File: config.mk
export PLATFORM = sky130hd
export DESIGN_NAME = flash_status_dev_flat
export DESIGN_NICKNAME = d
export VERILOG_FILES = /design/src/flash_status_pkg.sv /design/src/flash_link_if.sv /design/src/flash_status_dev.sv /design/src/flat_wrapper.sv
export SDC_FILE = /design/constraint.sdc
export NUM_CORES = 1
export LEC_CHECK = 0
export BUFFER_PORTS_ARGS = -buffer_cell sky130_fd_sc_hd__buf_4
export CAP_MARGIN = 30
export CORE_UTILIZATION = 53
export CTS_BUF_LIST = sky130_fd_sc_hd__clkbuf_4 sky130_fd_sc_hd__clkbuf_8
export DETAILED_ROUTE_END_ITERATION = 6
export PLACE_DENSITY = 0.88
export SYNTH_ARGS = -nofsm -noshare
export SYNTH_HDL_FRONTEND = slang
export SYNTH_SLANG_ARGS = --single-unit
File: constraint.sdc
create_clock -name core_clk -period 3.45 [get_ports core_clk]
set_clock_uncertainty 0.05 [all_clocks]
set_input_delay 0 -clock core_clk [delete_from_list [all_inputs] [get_ports core_clk]]
set_output_delay 0 -clock core_clk [all_outputs]
set_load 0.1 [all_outputs]
File: src/flash_status_pkg.sv
package flash_status_pkg;
    localparam logic [7:0] OP_READ      = 8'h03;
    localparam logic [7:0] OP_LATCH_SET = 8'h06;
    localparam logic [7:0] OP_WRDI      = 8'h04;
    localparam logic [7:0] OP_STAT_READ = 8'h05;
    localparam logic [7:0] OP_STAT_WRITE = 8'h01;
    localparam logic [7:0] OP_PAGE      = 8'h02;
    localparam logic [7:0] OP_QPAGE     = 8'h38;
    localparam logic [7:0] OP_SECT      = 8'h20;
    localparam logic [7:0] OP_HALFBLK   = 8'h52;
    localparam logic [7:0] OP_BLOCK     = 8'hd8;
    localparam logic [7:0] OP_CHIP_A    = 8'h60;
    localparam logic [7:0] OP_CHIP_B    = 8'hc7;
    localparam logic [7:0] OP_QREAD     = 8'heb;
    localparam logic [7:0] OP_WQREAD    = 8'he7;
    // status bit positions
    localparam int BUSY_BIT  = 0;
    localparam int LATCH_BIT = 1;
    localparam int PROT_LSB  = 2;
    localparam int QUAD_BIT  = 6;
    localparam int LOCK_BIT  = 7;
    localparam logic [7:0] STATUS_RESET = 8'h00;
    localparam logic [7:0] STATUS_WMASK = 8'hfc;
    localparam int ADDR_W    = 23;
    // status write time in ns, and clock period in ns
    localparam int STATUS_WRITE_TIME_NS = 10000;
    localparam int CLK_PERIOD_NS        = 50;
    localparam int STATUS_WRITE_CYCLES  = (STATUS_WRITE_TIME_NS + CLK_PERIOD_NS - 1) / CLK_PERIOD_NS;
    localparam int SCLK_HALF_CYCLES     = 4;
endpackage

File: src/flash_link_if.sv
`timescale 1ns/10ps
interface flash_link_if;
    logic selectN;    // chip select, active low
    logic sclk;
    logic mosi;
    logic miso;
    logic misoOeN;    // low while device drives data out
    logic guardPinN;  // write-protect, active low
    modport dev  (input selectN, input sclk, input mosi, input guardPinN, output miso, output misoOeN);
    modport host (output selectN, output sclk, output mosi, output guardPinN, input miso, input misoOeN);
endinterface

File: src/flash_status_dev.sv
// Chosen here: the register addresses and strobed register access.
`timescale 1ns/10ps
module flash_status_dev #(
    parameter int WRITE_CYCLES = flash_status_pkg::STATUS_WRITE_CYCLES,
    parameter int ADDR_W       = flash_status_pkg::ADDR_W
) (
    input  wire logic              core_clk,
    input  wire logic              rst,
    flash_link_if.dev              link,
    input  wire logic              fourLineMode,  // four-line command mode active
    input  wire logic [7:0]        memData,       // array byte at memAddr
    output logic      [ADDR_W-1:0] memAddr,
    output logic                   memWriteStart, // accepted page write/clear, one pulse
    output logic      [7:0]        memWriteOp,
    output logic      [ADDR_W-1:0] memWriteAddr,
    input  wire logic              memBusy,       // array cycle in progress
    input  wire logic [ADDR_W-1:0] protLow,       // lowest protected address for level
    output logic      [7:0]        statusView,
    output logic                   hardwareGuard
);
    import flash_status_pkg::*;

    // two-flop synchronisers for all pins
    logic [1:0] selS, clkS, mosiS, wpS;
    logic       clkLast, selLast;
    always_ff @(posedge core_clk or posedge rst)
    begin
        if (rst)
        begin
            selS <= 2'h3; clkS <= 2'h0; mosiS <= 2'h0; wpS <= 2'h3;
            clkLast <= 1'b0; selLast <= 1'b1;
        end
        else
        begin
            selS <= {selS[0], link.selectN}; clkS <= {clkS[0], link.sclk};
            mosiS <= {mosiS[0], link.mosi}; wpS <= {wpS[0], link.guardPinN};
            clkLast <= clkS[1]; selLast <= selS[1];
        end
    end

    wire selected = ~selS[1];
    wire riseEdge = selected & clkS[1] & ~clkLast;
    wire fallEdge = selected & ~clkS[1] & clkLast;
    wire selRise  = selS[1] & ~selLast;

    logic [7:0]        stat;      // non-volatile bits 7..2 plus latch; bit 0 stays zero, busy comes from busyNow
    logic              wrBusy;
    logic [15:0]       wrCount;
    logic [7:0]        shiftIn, opcode, wrData;
    logic [5:0]        bitCnt;    // bits taken this frame, saturates
    logic [ADDR_W-1:0] addr;
    logic [7:0]        outShift;
    logic [2:0]        outBit;
    logic              outEn;

    // protection decode, shared by several paths
    wire hwGuard   = stat[LOCK_BIT] & ~wpS[1] & ~fourLineMode & ~stat[QUAD_BIT];
    wire quadOk    = stat[QUAD_BIT] | fourLineMode;
    wire busyNow   = wrBusy | memBusy;
    wire [3:0] lvl = stat[5:2];
    wire byteDone  = riseEdge & (bitCnt[2:0] == 3'h7);
    wire [7:0] inByte = {shiftIn[6:0], mosiS[1]};
    wire isChip    = (opcode == OP_CHIP_A) | (opcode == OP_CHIP_B);
    wire isAddrCmd = (opcode == OP_PAGE) | (opcode == OP_SECT) | (opcode == OP_HALFBLK) |
                     (opcode == OP_BLOCK) | ((opcode == OP_QPAGE) & quadOk);
    wire inProt    = (lvl != 4'h0) & (addr >= protLow);
    wire statWrOk  = (opcode == OP_STAT_WRITE) & (bitCnt == 6'd16) & stat[LATCH_BIT] & ~hwGuard & ~busyNow;
    wire addrOk    = isAddrCmd & (bitCnt >= 6'd32) & stat[LATCH_BIT] & ~busyNow & ~inProt;
    wire chipOk    = isChip & (bitCnt == 6'd8) & stat[LATCH_BIT] & ~busyNow & (lvl == 4'h0);
    wire doWrite   = selRise & (addrOk | chipOk);
    wire readCmd   = (opcode == OP_READ) & (bitCnt >= 6'd32);

    // frame receiver: opcode, address, status data
    always_ff @(posedge core_clk or posedge rst)
    begin
        if (rst)
        begin
            shiftIn <= 8'h00; opcode <= 8'h00; wrData <= 8'h00; bitCnt <= 6'h00; addr <= '0;
        end
        else if (!selected)
            bitCnt <= 6'h00;
        else if (riseEdge)
        begin
            shiftIn <= inByte;
            if (bitCnt != 6'h3f)
                bitCnt <= bitCnt + 6'h01;
            if (byteDone && bitCnt == 6'd7)
                opcode <= inByte;
            if (byteDone && bitCnt == 6'd15)
                wrData <= inByte;
            if (bitCnt >= 6'd8 && bitCnt < 6'd32)
                addr <= {addr[ADDR_W-2:0], mosiS[1]};
        end
        // step on the last bit of a byte, so the next boundary loads the new address
        else if (fallEdge && readCmd && outBit == 3'h7)
            addr <= addr + ADDR_W'(1);
    end

    // status register and status-write timer
    always_ff @(posedge core_clk or posedge rst)
    begin
        if (rst)
        begin
            stat <= STATUS_RESET; wrBusy <= 1'b0; wrCount <= 16'h0000;
        end
        else
        begin
            if (selRise && statWrOk)
            begin
                // busy and latch untouched by data
                stat[7:2] <= wrData[7:2];
                wrBusy    <= 1'b1;
                wrCount   <= 16'(WRITE_CYCLES);
            end
            else if (wrBusy)
            begin
                if (wrCount <= 16'h0001)
                begin
                    wrBusy <= 1'b0;
                    stat[LATCH_BIT] <= 1'b0;
                end
                wrCount <= wrCount - 16'h0001;
            end
            else if (selRise && bitCnt == 6'd8 && opcode == OP_LATCH_SET && !busyNow)
                stat[LATCH_BIT] <= 1'b1;
            else if (selRise && bitCnt == 6'd8 && opcode == OP_WRDI && !busyNow)
                stat[LATCH_BIT] <= 1'b0;
            else if (doWrite)
                stat[LATCH_BIT] <= 1'b0;
        end
    end

    // data out: status or array byte, changes on falling edges
    always_ff @(posedge core_clk or posedge rst)
    begin
        if (rst)
        begin
            outShift <= 8'h00; outBit <= 3'h0; outEn <= 1'b0;
        end
        else if (!selected)
        begin
            outEn <= 1'b0; outBit <= 3'h0;
        end
        else if (fallEdge && ((opcode == OP_STAT_READ && bitCnt >= 6'd8) || readCmd))
        begin
            outEn  <= 1'b1;
            outBit <= outBit + 3'h1;
            if (outBit == 3'h0)
                outShift <= (opcode == OP_STAT_READ) ? {stat[7:1], busyNow} : memData;
            else
                outShift <= {outShift[6:0], 1'b0};
        end
    end

    // memory side requests, only the quad page write opcode honours quad enable; quad reads are not decoded
    always_ff @(posedge core_clk or posedge rst)
    begin
        if (rst)
        begin
            memWriteStart <= 1'b0; memWriteOp <= 8'h00; memWriteAddr <= '0;
        end
        else
        begin
            memWriteStart <= doWrite;
            if (doWrite)
            begin
                memWriteOp   <= opcode;
                memWriteAddr <= addr;
            end
        end
    end

    assign link.miso     = (outBit == 3'h1) ? (opcode == OP_STAT_READ ? stat[7] : memData[7]) : outShift[7];
    assign link.misoOeN  = ~outEn;
    assign memAddr       = addr;
    assign statusView    = {stat[7:1], busyNow};
    assign hardwareGuard = hwGuard;
endmodule

File: src/flat_wrapper.sv
// flat-port wrapper written by rule: the top's interface ports become plain ports
module flash_status_dev_flat import flash_status_pkg::*;
#(
    parameter int WRITE_CYCLES = flash_status_pkg::STATUS_WRITE_CYCLES,
    parameter int ADDR_W       = flash_status_pkg::ADDR_W
)
  (core_clk, rst, fourLineMode, memData, memAddr, memWriteStart, memWriteOp, memWriteAddr, memBusy, protLow, statusView, hardwareGuard, link_selectN, link_sclk, link_mosi, link_guardPinN, link_miso, link_misoOeN);
  flash_link_if link_i ();
  input  wire logic core_clk;
  input  wire logic rst;
  input  wire logic fourLineMode;
  input  wire logic [7:0] memData;
  output logic      [ADDR_W-1:0] memAddr;
  output logic memWriteStart;
  output logic      [7:0] memWriteOp;
  output logic      [ADDR_W-1:0] memWriteAddr;
  input  wire logic memBusy;
  input  wire logic [ADDR_W-1:0] protLow;
  output logic      [7:0] statusView;
  output logic hardwareGuard;
  input wire logic [$bits(link_i.selectN)-1:0] link_selectN;
  input wire logic [$bits(link_i.sclk)-1:0] link_sclk;
  input wire logic [$bits(link_i.mosi)-1:0] link_mosi;
  input wire logic [$bits(link_i.guardPinN)-1:0] link_guardPinN;
  output wire logic [$bits(link_i.miso)-1:0] link_miso;
  output wire logic [$bits(link_i.misoOeN)-1:0] link_misoOeN;
  assign link_i.selectN = link_selectN;
  assign link_i.sclk = link_sclk;
  assign link_i.mosi = link_mosi;
  assign link_i.guardPinN = link_guardPinN;
  assign link_miso = link_i.miso;
  assign link_misoOeN = link_i.misoOeN;
  flash_status_dev #(.WRITE_CYCLES(WRITE_CYCLES), .ADDR_W(ADDR_W)) u_core (.core_clk(core_clk), .rst(rst), .link(link_i), .fourLineMode(fourLineMode), .memData(memData), .memAddr(memAddr), .memWriteStart(memWriteStart), .memWriteOp(memWriteOp), .memWriteAddr(memWriteAddr), .memBusy(memBusy), .protLow(protLow), .statusView(statusView), .hardwareGuard(hardwareGuard));
endmodule
==> results.md, run 1 <==
Route:
- The post-detailed-routing wire length is 16.5 mm.
- The DRC violations left is 0.
- The routed layout has 5458 vias.
- The violation count after the first detailed-route iteration is 473.
- The first detailed-routing pass ran for 5 iterations.
- The number of vias per cell after detailed routing is 5.79.
- The number of nets with antenna violations after routing is 0.
- The final routed wire length divided by cell count is 17.5 um.

Timing:
- The final worst-path cycle share is 90.9%.
- Timing would allow up to 0.319 GHz.
- Setup repair after global routing left no endpoint under its margin.
- The time the worst path needs with I/O delays and setup is 3.14 ns.
- Once routing completed, OpenROAD measured the worst setup slack at 0.313 ns.
- Setup violations remaining at the end of the flow were counted as 0.
- Adding up every negative setup slack in the final design gives 0 ns.
- The number of hold violations in the final report is 0.
- In this run the tightest slew margin relative to its limit is 49.9%.
- The max-slew violation count is 0.
- The final worst hold slack is 0.0289 ns.
- The measured slew at the worst slew-check pin is 0.741 ns.

Clock network:
- The clock insertion delay at the later pin of the skew report is 0.45 ns.
- TritonCTS created 17 clock buffers.
- The maximum count of clock buffers along a single path is 2.
- The root buffer selected by CTS is sky130_fd_sc_hd__clkbuf_8.
- The H-tree generated during clock tree synthesis spans 4 levels.
- The clock transition at the registers of the reported paths is 0.07 ns.
- The TritonCTS clock tree is done.
- The number of setup buffers added after CTS is 0.
- The clock sink count is 128.

Worst hold path:
- The worst hold path was traced through 5 stages.
- The path class of the tightest hold or removal check is input port to flip-flop.

Placed design:
- During placement, the flow inserted port buffers numbering 104.
- OpenSTA, run right after detailed placement, puts the worst setup slack at 0.389 ns.
- The global placement routability congestion is 0.834.
- Once placement completed, the tool counted placed cells totaling 897.
- The HPWL reported at the end of detailed placement is 11.3 mm.

GRT:
- The initial antenna violation count is 0.
- Summed over all layers, the global routing overflow is 0.
- The first global-routing pass estimated 26.9 mm of wire.
- The via count of the first global-routing pass came to 5496.
- The total routing resource utilization after global routing is 26.2%.
- The maximum number of pins on one net before global-route repair is 129.

Logic synthesis:
- The number of different library cells in the post-synthesis netlist is 76.
- Counting instances in the post-synthesis netlist gives the leading cell types as 123 x sky130_fd_sc_hd__dfrtp_1, 75 x sky130_fd_sc_hd__nand2_1, 44 x sky130_fd_sc_hd__nor2_1.
- Synthesis inferred 128 register bits.
- The total nets after synthesis is 713.
- After synthesis, flip-flops and latches occupy 46.8% of the total area.
- The cell type with the highest aggregate area in the netlist is sky130_fd_sc_hd__dfrtp_1.
- The Yosys step of the flow raised 0 warnings.
- Counting flops with a built-in enable in the synthesized netlist gives 0.
- The mapped cell area is 6850 um2.
- In this run the mean area of a mapped cell was 10.7 um2.
- By instance count, the leading cell after synthesis is sky130_fd_sc_hd__dfrtp_1.
- In the synthesized netlist the async set-or-reset flop fraction comes to 100%.
- The fraction of synthesized cell area taken by the top area cell type is 44.9%.
- The predominant post-synthesis flop cell is sky130_fd_sc_hd__dfrtp_1.
- Yosys attributes the largest share of cell area to sky130_fd_sc_hd__dfrtp_1 45%, sky130_fd_sc_hd__mux2_4 6.4%, sky130_fd_sc_hd__ha_1 6.0%, sky130_fd_sc_hd__mux2_2 4.8%, sky130_fd_sc_hd__nand2_1 4.1%.
- The synthesized instance count is 641.

Worst setup path:
- The critical path class is flip-flop to flip-flop.
- The endpoint kind of the worst setup timing path is a flip-flop.
- Of all nets on the critical path, the largest fanout is 15.
- At the worst endpoint, the required time is 3.72 ns.
- At the worst endpoint, the arrival time is 3.41 ns.
- The element type at the critical path start is a flip-flop.
- The logic depth of the worst register-to-register path is 9.

Status:
- The run finished with clean final reports.

Power and ir drop:
- The worst-case vdd ir drop is 0.219 mV.
- Power spread over the standard cell area amounts to 387 nW/um2.
- In this run the static leakage power is 4.14 nW.

Die:
- The die area is 13400 um2.
- The number of I/O pins is 105.
- The die is 116 um tall.
- The total area inside the core boundary comes to 12600 um2.
- The starting density of the core is 54.3%.
- The row count is 41.
- Measured along the x axis, the die boundary spans 116 um.

Finish:
- Fill cells in the final layout number 941.
- In the final layout, the multi-input gates occupy 3330 um2.
- The number of nets in the layout is 829.
- The post-synthesis to final-layout area growth is 21.9%.
- The antenna diode count is 0.
- The post-route netlist has 30.1% of its cells at a drive strength greater than 1.
- The final instance count without filler cells is 942.
- Cells fill 66.2% of the core in the end.
- The area taken by flip-flops and latches is 3210 um2.

Job:
- The number of max-capacitance violations reported is 0.
## area by class of cell
type	count	area share (%)
Clock inverter	10	2.16
Tap cell	172	2.58
Multi-Input combinational cell	450	39.9
Inverter	35	1.62
Timing Repair Buffer	125	11.8
Sequential cell	128	38.4
Clock buffer	22	3.55
## cells by family (layout without fill, tap and decap cells)
family,after synthesis,in the layout,synth area share (%)
AND/OR/NAND/NOR,226,226,17.6
flip-flops,128,128,46.8
AO/OA/AOI/OAI,105,105,9.94
multiplexers,70,70,12.9
buffers and inverters,63,192,4.66
adder cells (fa/ha/maj),33,33,6.03
XOR/XNOR,16,16,2.05
## per-stage QoR
step / cell area [um2] / power, W
floorplan: 6870 / 0.00165
global placement: 7750 / 0.00171
detailed placement: 7750 / 0.00172
CTS: 8350 / 0.00325
global route: 8350 / 0.00333
finish: 8350 / 0.00323
## flip-flops by register name, summed over array words and instances (netlist names), 3 cells and up
name                 count
u_core.opcode            8
u_core.outShift          8
u_core.memAddr          23
u_core.bitCnt            6
u_core.memWriteAddr     23
u_core.outBit            3
u_core.shiftIn           7
u_core.wrCount          16
u_core.wrData            6
u_core.memWriteOp        8
u_core.statusView        7
## worst paths after layout
kind,to,startpoint,slack [ns]
setup / recovery,u_core.memWriteAddr[20],u_core.memAddr[7],0.31
hold / removal,u_core.statusView[1],memBusy,0.03
setup reg to reg,u_core.memWriteAddr[20],u_core.memAddr[7],0.31
hold reg to reg,u_core.mosiS[1],u_core.mosiS[0],0.30
max in group asynchronous,u_core.outShift[6],rst,2.61
min in group asynchronous,u_core.memWriteOp[0],rst,0.29
## power breakdown
group	internal [W]	switching [W]
Sequential	0.00153	0.0000249
Combinational	0.0000666	0.0000836
Clock	0.000942	0.000588
Total	0.00254	0.000696
## cell usage in the layout, fill, tap and decap left out, types with 3 or more instances in the layout
master and count:
sky130_fd_sc_hd__dfrtp_1 123, sky130_fd_sc_hd__buf_4 111, sky130_fd_sc_hd__nand2_1 75, sky130_fd_sc_hd__nor2_1 44, sky130_fd_sc_hd__inv_1 34, sky130_fd_sc_hd__a21oi_1 33, sky130_fd_sc_hd__ha_1 33, sky130_fd_sc_hd__mux2_4 29
sky130_fd_sc_hd__mux2_2 29, sky130_fd_sc_hd__o21ai_0 28, sky130_fd_sc_hd__clkbuf_8 21, sky130_fd_sc_hd__nand3_1 14, sky130_fd_sc_hd__dlygate4sd3_1 13, sky130_fd_sc_hd__nor3_1 12, sky130_fd_sc_hd__xnor2_1 12, sky130_fd_sc_hd__nand4_1 11
sky130_fd_sc_hd__mux2i_1 10, sky130_fd_sc_hd__nand2b_1 9, sky130_fd_sc_hd__nor2b_1 9, sky130_fd_sc_hd__o211ai_1 7, sky130_fd_sc_hd__nor4_1 7, sky130_fd_sc_hd__or2_2 5, sky130_fd_sc_hd__and3_1 5, sky130_fd_sc_hd__or3_1 5
sky130_fd_sc_hd__bufinv_16 5, sky130_fd_sc_hd__dfstp_2 5, sky130_fd_sc_hd__a211oi_1 4, sky130_fd_sc_hd__xor2_1 4, sky130_fd_sc_hd__a21o_1 3, sky130_fd_sc_hd__a31oi_1 3, sky130_fd_sc_hd__clkinvlp_4 3, sky130_fd_sc_hd__o22ai_1 3
sky130_fd_sc_hd__o21a_1 3, sky130_fd_sc_hd__clkinv_2 3
## worst max-delay path: stages, from the launching register on
cell,delay [ns]
sky130_fd_sc_hd__dfrtp_1,0.49
sky130_fd_sc_hd__ha_1,0.35
sky130_fd_sc_hd__nand2_1,0.07
sky130_fd_sc_hd__o21ai_0,0.24
sky130_fd_sc_hd__a41oi_1,0.11
sky130_fd_sc_hd__a211oi_1,0.41
sky130_fd_sc_hd__o41ai_2,0.15
sky130_fd_sc_hd__a41oi_4,0.40
sky130_fd_sc_hd__buf_4,0.37
sky130_fd_sc_hd__mux2_2,0.37
## timing repair
action / CTS / global route
endpoints found under the hold margin: 135 / 0
hold buffers: 13 / 0
gates resized for setup: 0 / 0
## layer usage
metal  global-route usage (%)  vias up  share of wire [%]
met1                     34.4     2680                 43
met3                     4.86       51                5.6
met5                        0        -                  0
met4                     12.5        0                2.8
li1                         -     2504                  -
met2                     42.1      223                 49
Power figures use the tool's default switching activity.
==> run 2: changes to the inputs <==
--- a/config.mk
+++ b/config.mk
@@ -5,12 +5,13 @@
 export SDC_FILE = /design/constraint.sdc
 export NUM_CORES = 1
 export LEC_CHECK = 0
+export ABC_AREA = 1
 export BUFFER_PORTS_ARGS = -buffer_cell sky130_fd_sc_hd__buf_4
 export CAP_MARGIN = 30
-export CORE_UTILIZATION = 53
+export CORE_UTILIZATION = 59
 export CTS_BUF_LIST = sky130_fd_sc_hd__clkbuf_4 sky130_fd_sc_hd__clkbuf_8
 export DETAILED_ROUTE_END_ITERATION = 6
-export PLACE_DENSITY = 0.88
+export PLACE_DENSITY = 0.92
 export SYNTH_ARGS = -nofsm -noshare
 export SYNTH_HDL_FRONTEND = slang
 export SYNTH_SLANG_ARGS = --single-unit
==> constraint.sdc (replaced) <==
create_clock -name core_clk -period 3.5 [get_ports core_clk]
set_clock_uncertainty 0.05 [all_clocks]
set_input_delay 0 -clock core_clk [delete_from_list [all_inputs] [get_ports core_clk]]
set_output_delay 0 -clock core_clk [all_outputs]
set_load 0.1 [all_outputs]
==> results.md, run 2 <==
Finish:
- The most common cell after layout, fill and taps aside is sky130_fd_sc_hd__nand2_1 (was sky130_fd_sc_hd__dfrtp_1).
- The final design utilization is 75.2% (was 66.2%).
- Highest-count cells in the layout ignoring fill and taps: 185 x sky130_fd_sc_hd__nand2_1, 123 x sky130_fd_sc_hd__dfrtp_1, 118 x sky130_fd_sc_hd__inv_1 (was 123 x sky130_fd_sc_hd__dfrtp_1, 111 x sky130_fd_sc_hd__buf_4, 75 x sky130_fd_sc_hd__nand2_1).
- The number of nets in the layout is 1039 (was 829).
- The post-synthesis to final-layout area growth was 22.0% (was 21.9%).
- The proportion of layout cells with a drive suffix above 1 is 19.3% (was 30.1%).
- The antenna diode count is 0 (unchanged).
- The final instance count without filler cells is 1120 (was 942).
- The design area was 8330 um2 (was 8350 um2).
- The layout filler cell count is 782 (was 941).

Route:
- The length of routed met3 wiring came to 1.02 mm (was 915 um).
- The highest layer used for signal routing is met4 (unchanged).
- The post-detailed-routing wire length was 16.4 mm (was 16.5 mm).
- The met2 wire length is 7.72 mm (was 8.06 mm).
- The DRC violations left is 1 (was 0).
- The violation count after the first detailed-route iteration is 447 (was 473).
- The met1 wire length was 7.11 mm (was 7.01 mm).
- The number of vias per cell after detailed routing came to 5.57 (was 5.79).
- The first-pass iteration count of the detailed router came to 7 (was 5).
- The number of nets with antenna violations after routing is 0 (unchanged).
- The final routed wire length divided by cell count was 14.6 um (was 17.5 um).
- The count of vias placed by the detailed router is 6241 (was 5458).

Logic synthesis:
- The portion of netlist area occupied by mux cells is 0.165% (was 12.9%).
- The sequential area share after synthesis was 47.0% (was 46.8%).
- The cell type with the highest aggregate area in the netlist is sky130_fd_sc_hd__dfrtp_1 (unchanged).
- The total nets after synthesis is 922 (was 713).
- The average size of a mapped cell is 8.04 um2 (was 10.7 um2).
- Biggest area contributors in the synthesized netlist: sky130_fd_sc_hd__dfrtp_1 45%, sky130_fd_sc_hd__nand2_1 10%, sky130_fd_sc_hd__inv_1 6.5%, sky130_fd_sc_hd__ha_1 6.0%, sky130_fd_sc_hd__o21ai_0 5.3% (was sky130_fd_sc_hd__dfrtp_1 45%, sky130_fd_sc_hd__mux2_4 6.4%, sky130_fd_sc_hd__ha_1 6.0%, sky130_fd_sc_hd__mux2_2 4.8%, sky130_fd_sc_hd__nand2_1 4.1%).
- The flip-flop and latch count after synthesis is 128 (unchanged).
- The post-synthesis share of cell area spent on and, or, nand and nor gates is 21.6% (was 17.6%).
- The fraction of synthesized cell area taken by the top area cell type is 45.1% (was 44.9%).
- The count of yosys warnings during synthesis is 0 (unchanged).
- The main combinational cell family by area after synthesis is simple AND/OR/NAND/NOR gates (unchanged).
- The mapped cell area is 6830 um2 (was 6850 um2).
- The area fraction in compound gates after synthesis came to 14.3% (was 9.94%).
- The share of synthesized cell area in full adder, half adder and majority cells is 6.05% (was 6.03%).
- The predominant post-synthesis flop cell is sky130_fd_sc_hd__dfrtp_1 (unchanged).
- The xor and xnor area share after synthesis was 1.67% (was 2.05%).
- Most instantiated cells after synthesis: 186 x sky130_fd_sc_hd__nand2_1, 123 x sky130_fd_sc_hd__dfrtp_1, 119 x sky130_fd_sc_hd__inv_1 (was 123 x sky130_fd_sc_hd__dfrtp_1, 75 x sky130_fd_sc_hd__nand2_1, 44 x sky130_fd_sc_hd__nor2_1).
- The number of synthesized flops with an enable pin was 0 (unchanged).
- The synthesized instance count was 850 (was 641).
- The number of different library cells in the post-synthesis netlist is 43 (was 76).
- The async set or reset register ratio after synthesis is 100% (unchanged).
- The most frequent cell after synthesis is sky130_fd_sc_hd__nand2_1 (was sky130_fd_sc_hd__dfrtp_1).

Timing:
- The time the worst path needs with I/O delays and setup came to 2.69 ns (was 3.14 ns).
- The final setup TNS was 0 ns (unchanged).
- The max-slew violation count is 0 (unchanged).
- The number of hold violations in the final report is 0 (unchanged).
- The final worst-path cycle share was 76.8% (was 90.9%).
- Unrepaired setup endpoints after global routing: false (unchanged).
- The worst slew margin relative to its limit came to 39.2% (was 49.9%).
- The measured slew at the worst slew-check pin was 0.912 ns (was 0.741 ns).
- The setup-violating endpoint count in the final report is 0 (unchanged).
- The maximum frequency from static timing analysis was 0.372 GHz (was 0.319 GHz).

Worst hold path:
- The worst hold-check path type is input port to flip-flop (unchanged).

Power and ir drop:
- The worst-case vdd ir drop is 0.446 mV (was 0.219 mV).
- The power density over the cells is 387 nW/um2 (about the same).
- The static leakage power was 4.11 nW (was 4.14 nW).

Die:
- The die area is 12000 um2 (was 13400 um2).
- The die width is 110 um (was 116 um).
- The overall die height is 110 um (was 116 um).
- The number of I/O pins is 105 (unchanged).
- The area of the core is 11100 um2 (was 12600 um2).
- The starting density of the core is 61.7% (was 54.3%).
- The row count was 38 (was 41).

GRT:
- The initial antenna violation count is 0 (unchanged).
- The via count of the first global-routing pass is 5861 (was 5496).
- The total grt overflow was 0 (unchanged).
- The maximum number of pins on one net before global-route repair is 75 (was 129).
- The wire length of the first global-routing pass came to 27.0 mm (was 26.9 mm).
- The total routing resource utilization after global routing is 29.4% (was 26.2%).

Worst setup path:
- Worst path cell trace: ha_1 > nand2_1 > nor2_1 > nand2_1 > nor2_1 > nand2_1 > nand4_1 > nand2_1 > nand2_1 > nand2_1 > nand2_2 > buf_4 > nand2_1 > o21ai_1 (was ha_1 > nand2_1 > o21ai_0 > a41oi_1 > a211oi_1 > o41ai_2 > a41oi_4 > buf_4 > mux2_2).
- The endpoint kind of the worst setup timing path is a flip-flop (unchanged).
- The element type at the critical path start is a flip-flop (unchanged).
- The data arrival time of the worst path is 3.00 ns (was 3.41 ns).
- The critical path's largest stage delay was 0.46 ns (was 0.49 ns).
- The critical path class is flip-flop to flip-flop (unchanged).
- The maximum fanout count along the critical path is 37 (was 15).
- The most common cell type on the critical path is sky130_fd_sc_hd__nand2_1.
- The slowest stage cell on the critical path is sky130_fd_sc_hd__dfrtp_1 (unchanged).
- The critical path required time is 3.81 ns (was 3.72 ns).

Clock network:
- The clock transition at the registers of the reported paths is 0.08 ns (was 0.07 ns).
- The TritonCTS clock tree is done (unchanged).
- The maximum count of clock buffers along a single path is 2 (unchanged).
- The root buffer selected by CTS is sky130_fd_sc_hd__clkbuf_8 (unchanged).
- The clock sink count came to 128 (unchanged).
- The number of H-tree branching levels is 4 (unchanged).
- The count of buffers added by post-CTS timing repair for setup is 0 (unchanged).
- The total clock buffers created by CTS came to 17 (unchanged).
- The clock insertion delay at the later pin of the skew report is 0.44 ns (was 0.45 ns).

Job:
- The number of max-capacitance violations reported was 0 (unchanged).

Status:
- The final reports fail on DRC.
- Outcome: complete, but fails checks (was finished clean).

Placed design:
- The HPWL reported at the end of detailed placement is 11.7 mm (was 11.3 mm).
- The number of port buffers came to 104 (unchanged).
- The global placement routability congestion came to 0.892 (was 0.834).
- The total placed instance area is 7710 um2 (was 7750 um2).
- The placed instance count is 1075 (was 897).
## run 2: worst paths after layout
path                               startpoint              endpoint  slack, ns  cells past startpoint
setup / recovery           u_core.memAddr[20]  u_core.memWriteOp[1]       0.81                     14
hold / removal                     memData[7]    u_core.outShift[7]       0.07                      5
setup reg to reg           u_core.memAddr[20]  u_core.memWriteOp[1]       0.81                     14
hold reg to reg                u_core.clkS[0]        u_core.clkS[1]       0.30                      0
max in group asynchronous                 rst        u_core.selS[1]       2.29                      4
min in group asynchronous                 rst    u_core.wrCount[15]       0.28                      3
## run 2: metrics by stage
step,power (W),setup slack (ns),hold slack (ns)
floorplan,0.00163,0.0456,-0.0455
global placement,0.00169,0.960,0.0578
detailed placement,0.00169,0.883,0.0603
CTS,0.00324,0.847,0.0478
global route,0.00333,0.493,0.130
finish,0.00323,0.814,0.0716
## run 2: cell families (layout without fill, tap and decap cells)
group | after synthesis | in the layout
multiplexers | 1 | 1
AO/OA/AOI/OAI | 181 | 181
buffers and inverters | 159 | 289
AND/OR/NAND/NOR | 335 | 335
flip-flops | 128 | 128
XOR/XNOR | 13 | 13
adder cells (fa/ha/maj) | 33 | 33
## run 2: final cells by class
type / instances / area [um2] / share of cell area (%)
inverter: 137 / 517 / 6.20
clock buffer: 17 / 234 / 2.81
timing repair buffer: 120 / 946 / 11.4
multi-input combinational: 563 / 3000 / 35.9
tap: 140 / 175 / 2.10
clock inverter: 15 / 256 / 3.08
sequential: 128 / 3210 / 38.5
## run 2: routing by layer
metal | vias to the layer above | global-route usage (%)
met5 | - | 0
met4 | 0 | 13.0
met3 | 60 | 5.57
met2 | 279 | 46.3
met1 | 2873 | 39.6
li1 | 3029 | -
## run 2: where the power goes
| part | switching, W | internal (W) | total [W] |
|---|---|---|---|
| clock | 0.000619 | 0.000929 | 0.00155 |
| combinational | 0.0000937 | 0.0000649 | 0.000159 |
| sequential | 0.0000151 | 0.00150 | 0.00152 |
## run 2: timing repair
| item | in CTS | in global routing |
|---|---|---|
| resized for setup | 0 | 0 |
| setup endpoints to repair | 0 | 0 |
| hold buffers | 13 | 0 |
| hold endpoints to repair | 86 | 0 |
## run 2: worst max-delay path: cells and delay by family, from the launching register on
kind	cells	cell delay, ns
AOI/OAI and AO/OA	1	0.08
buffers and inverters	1	0.41
DFF	1	0.46
adders and majority gates	1	0.34
and+or+nand+nor	11	1.26
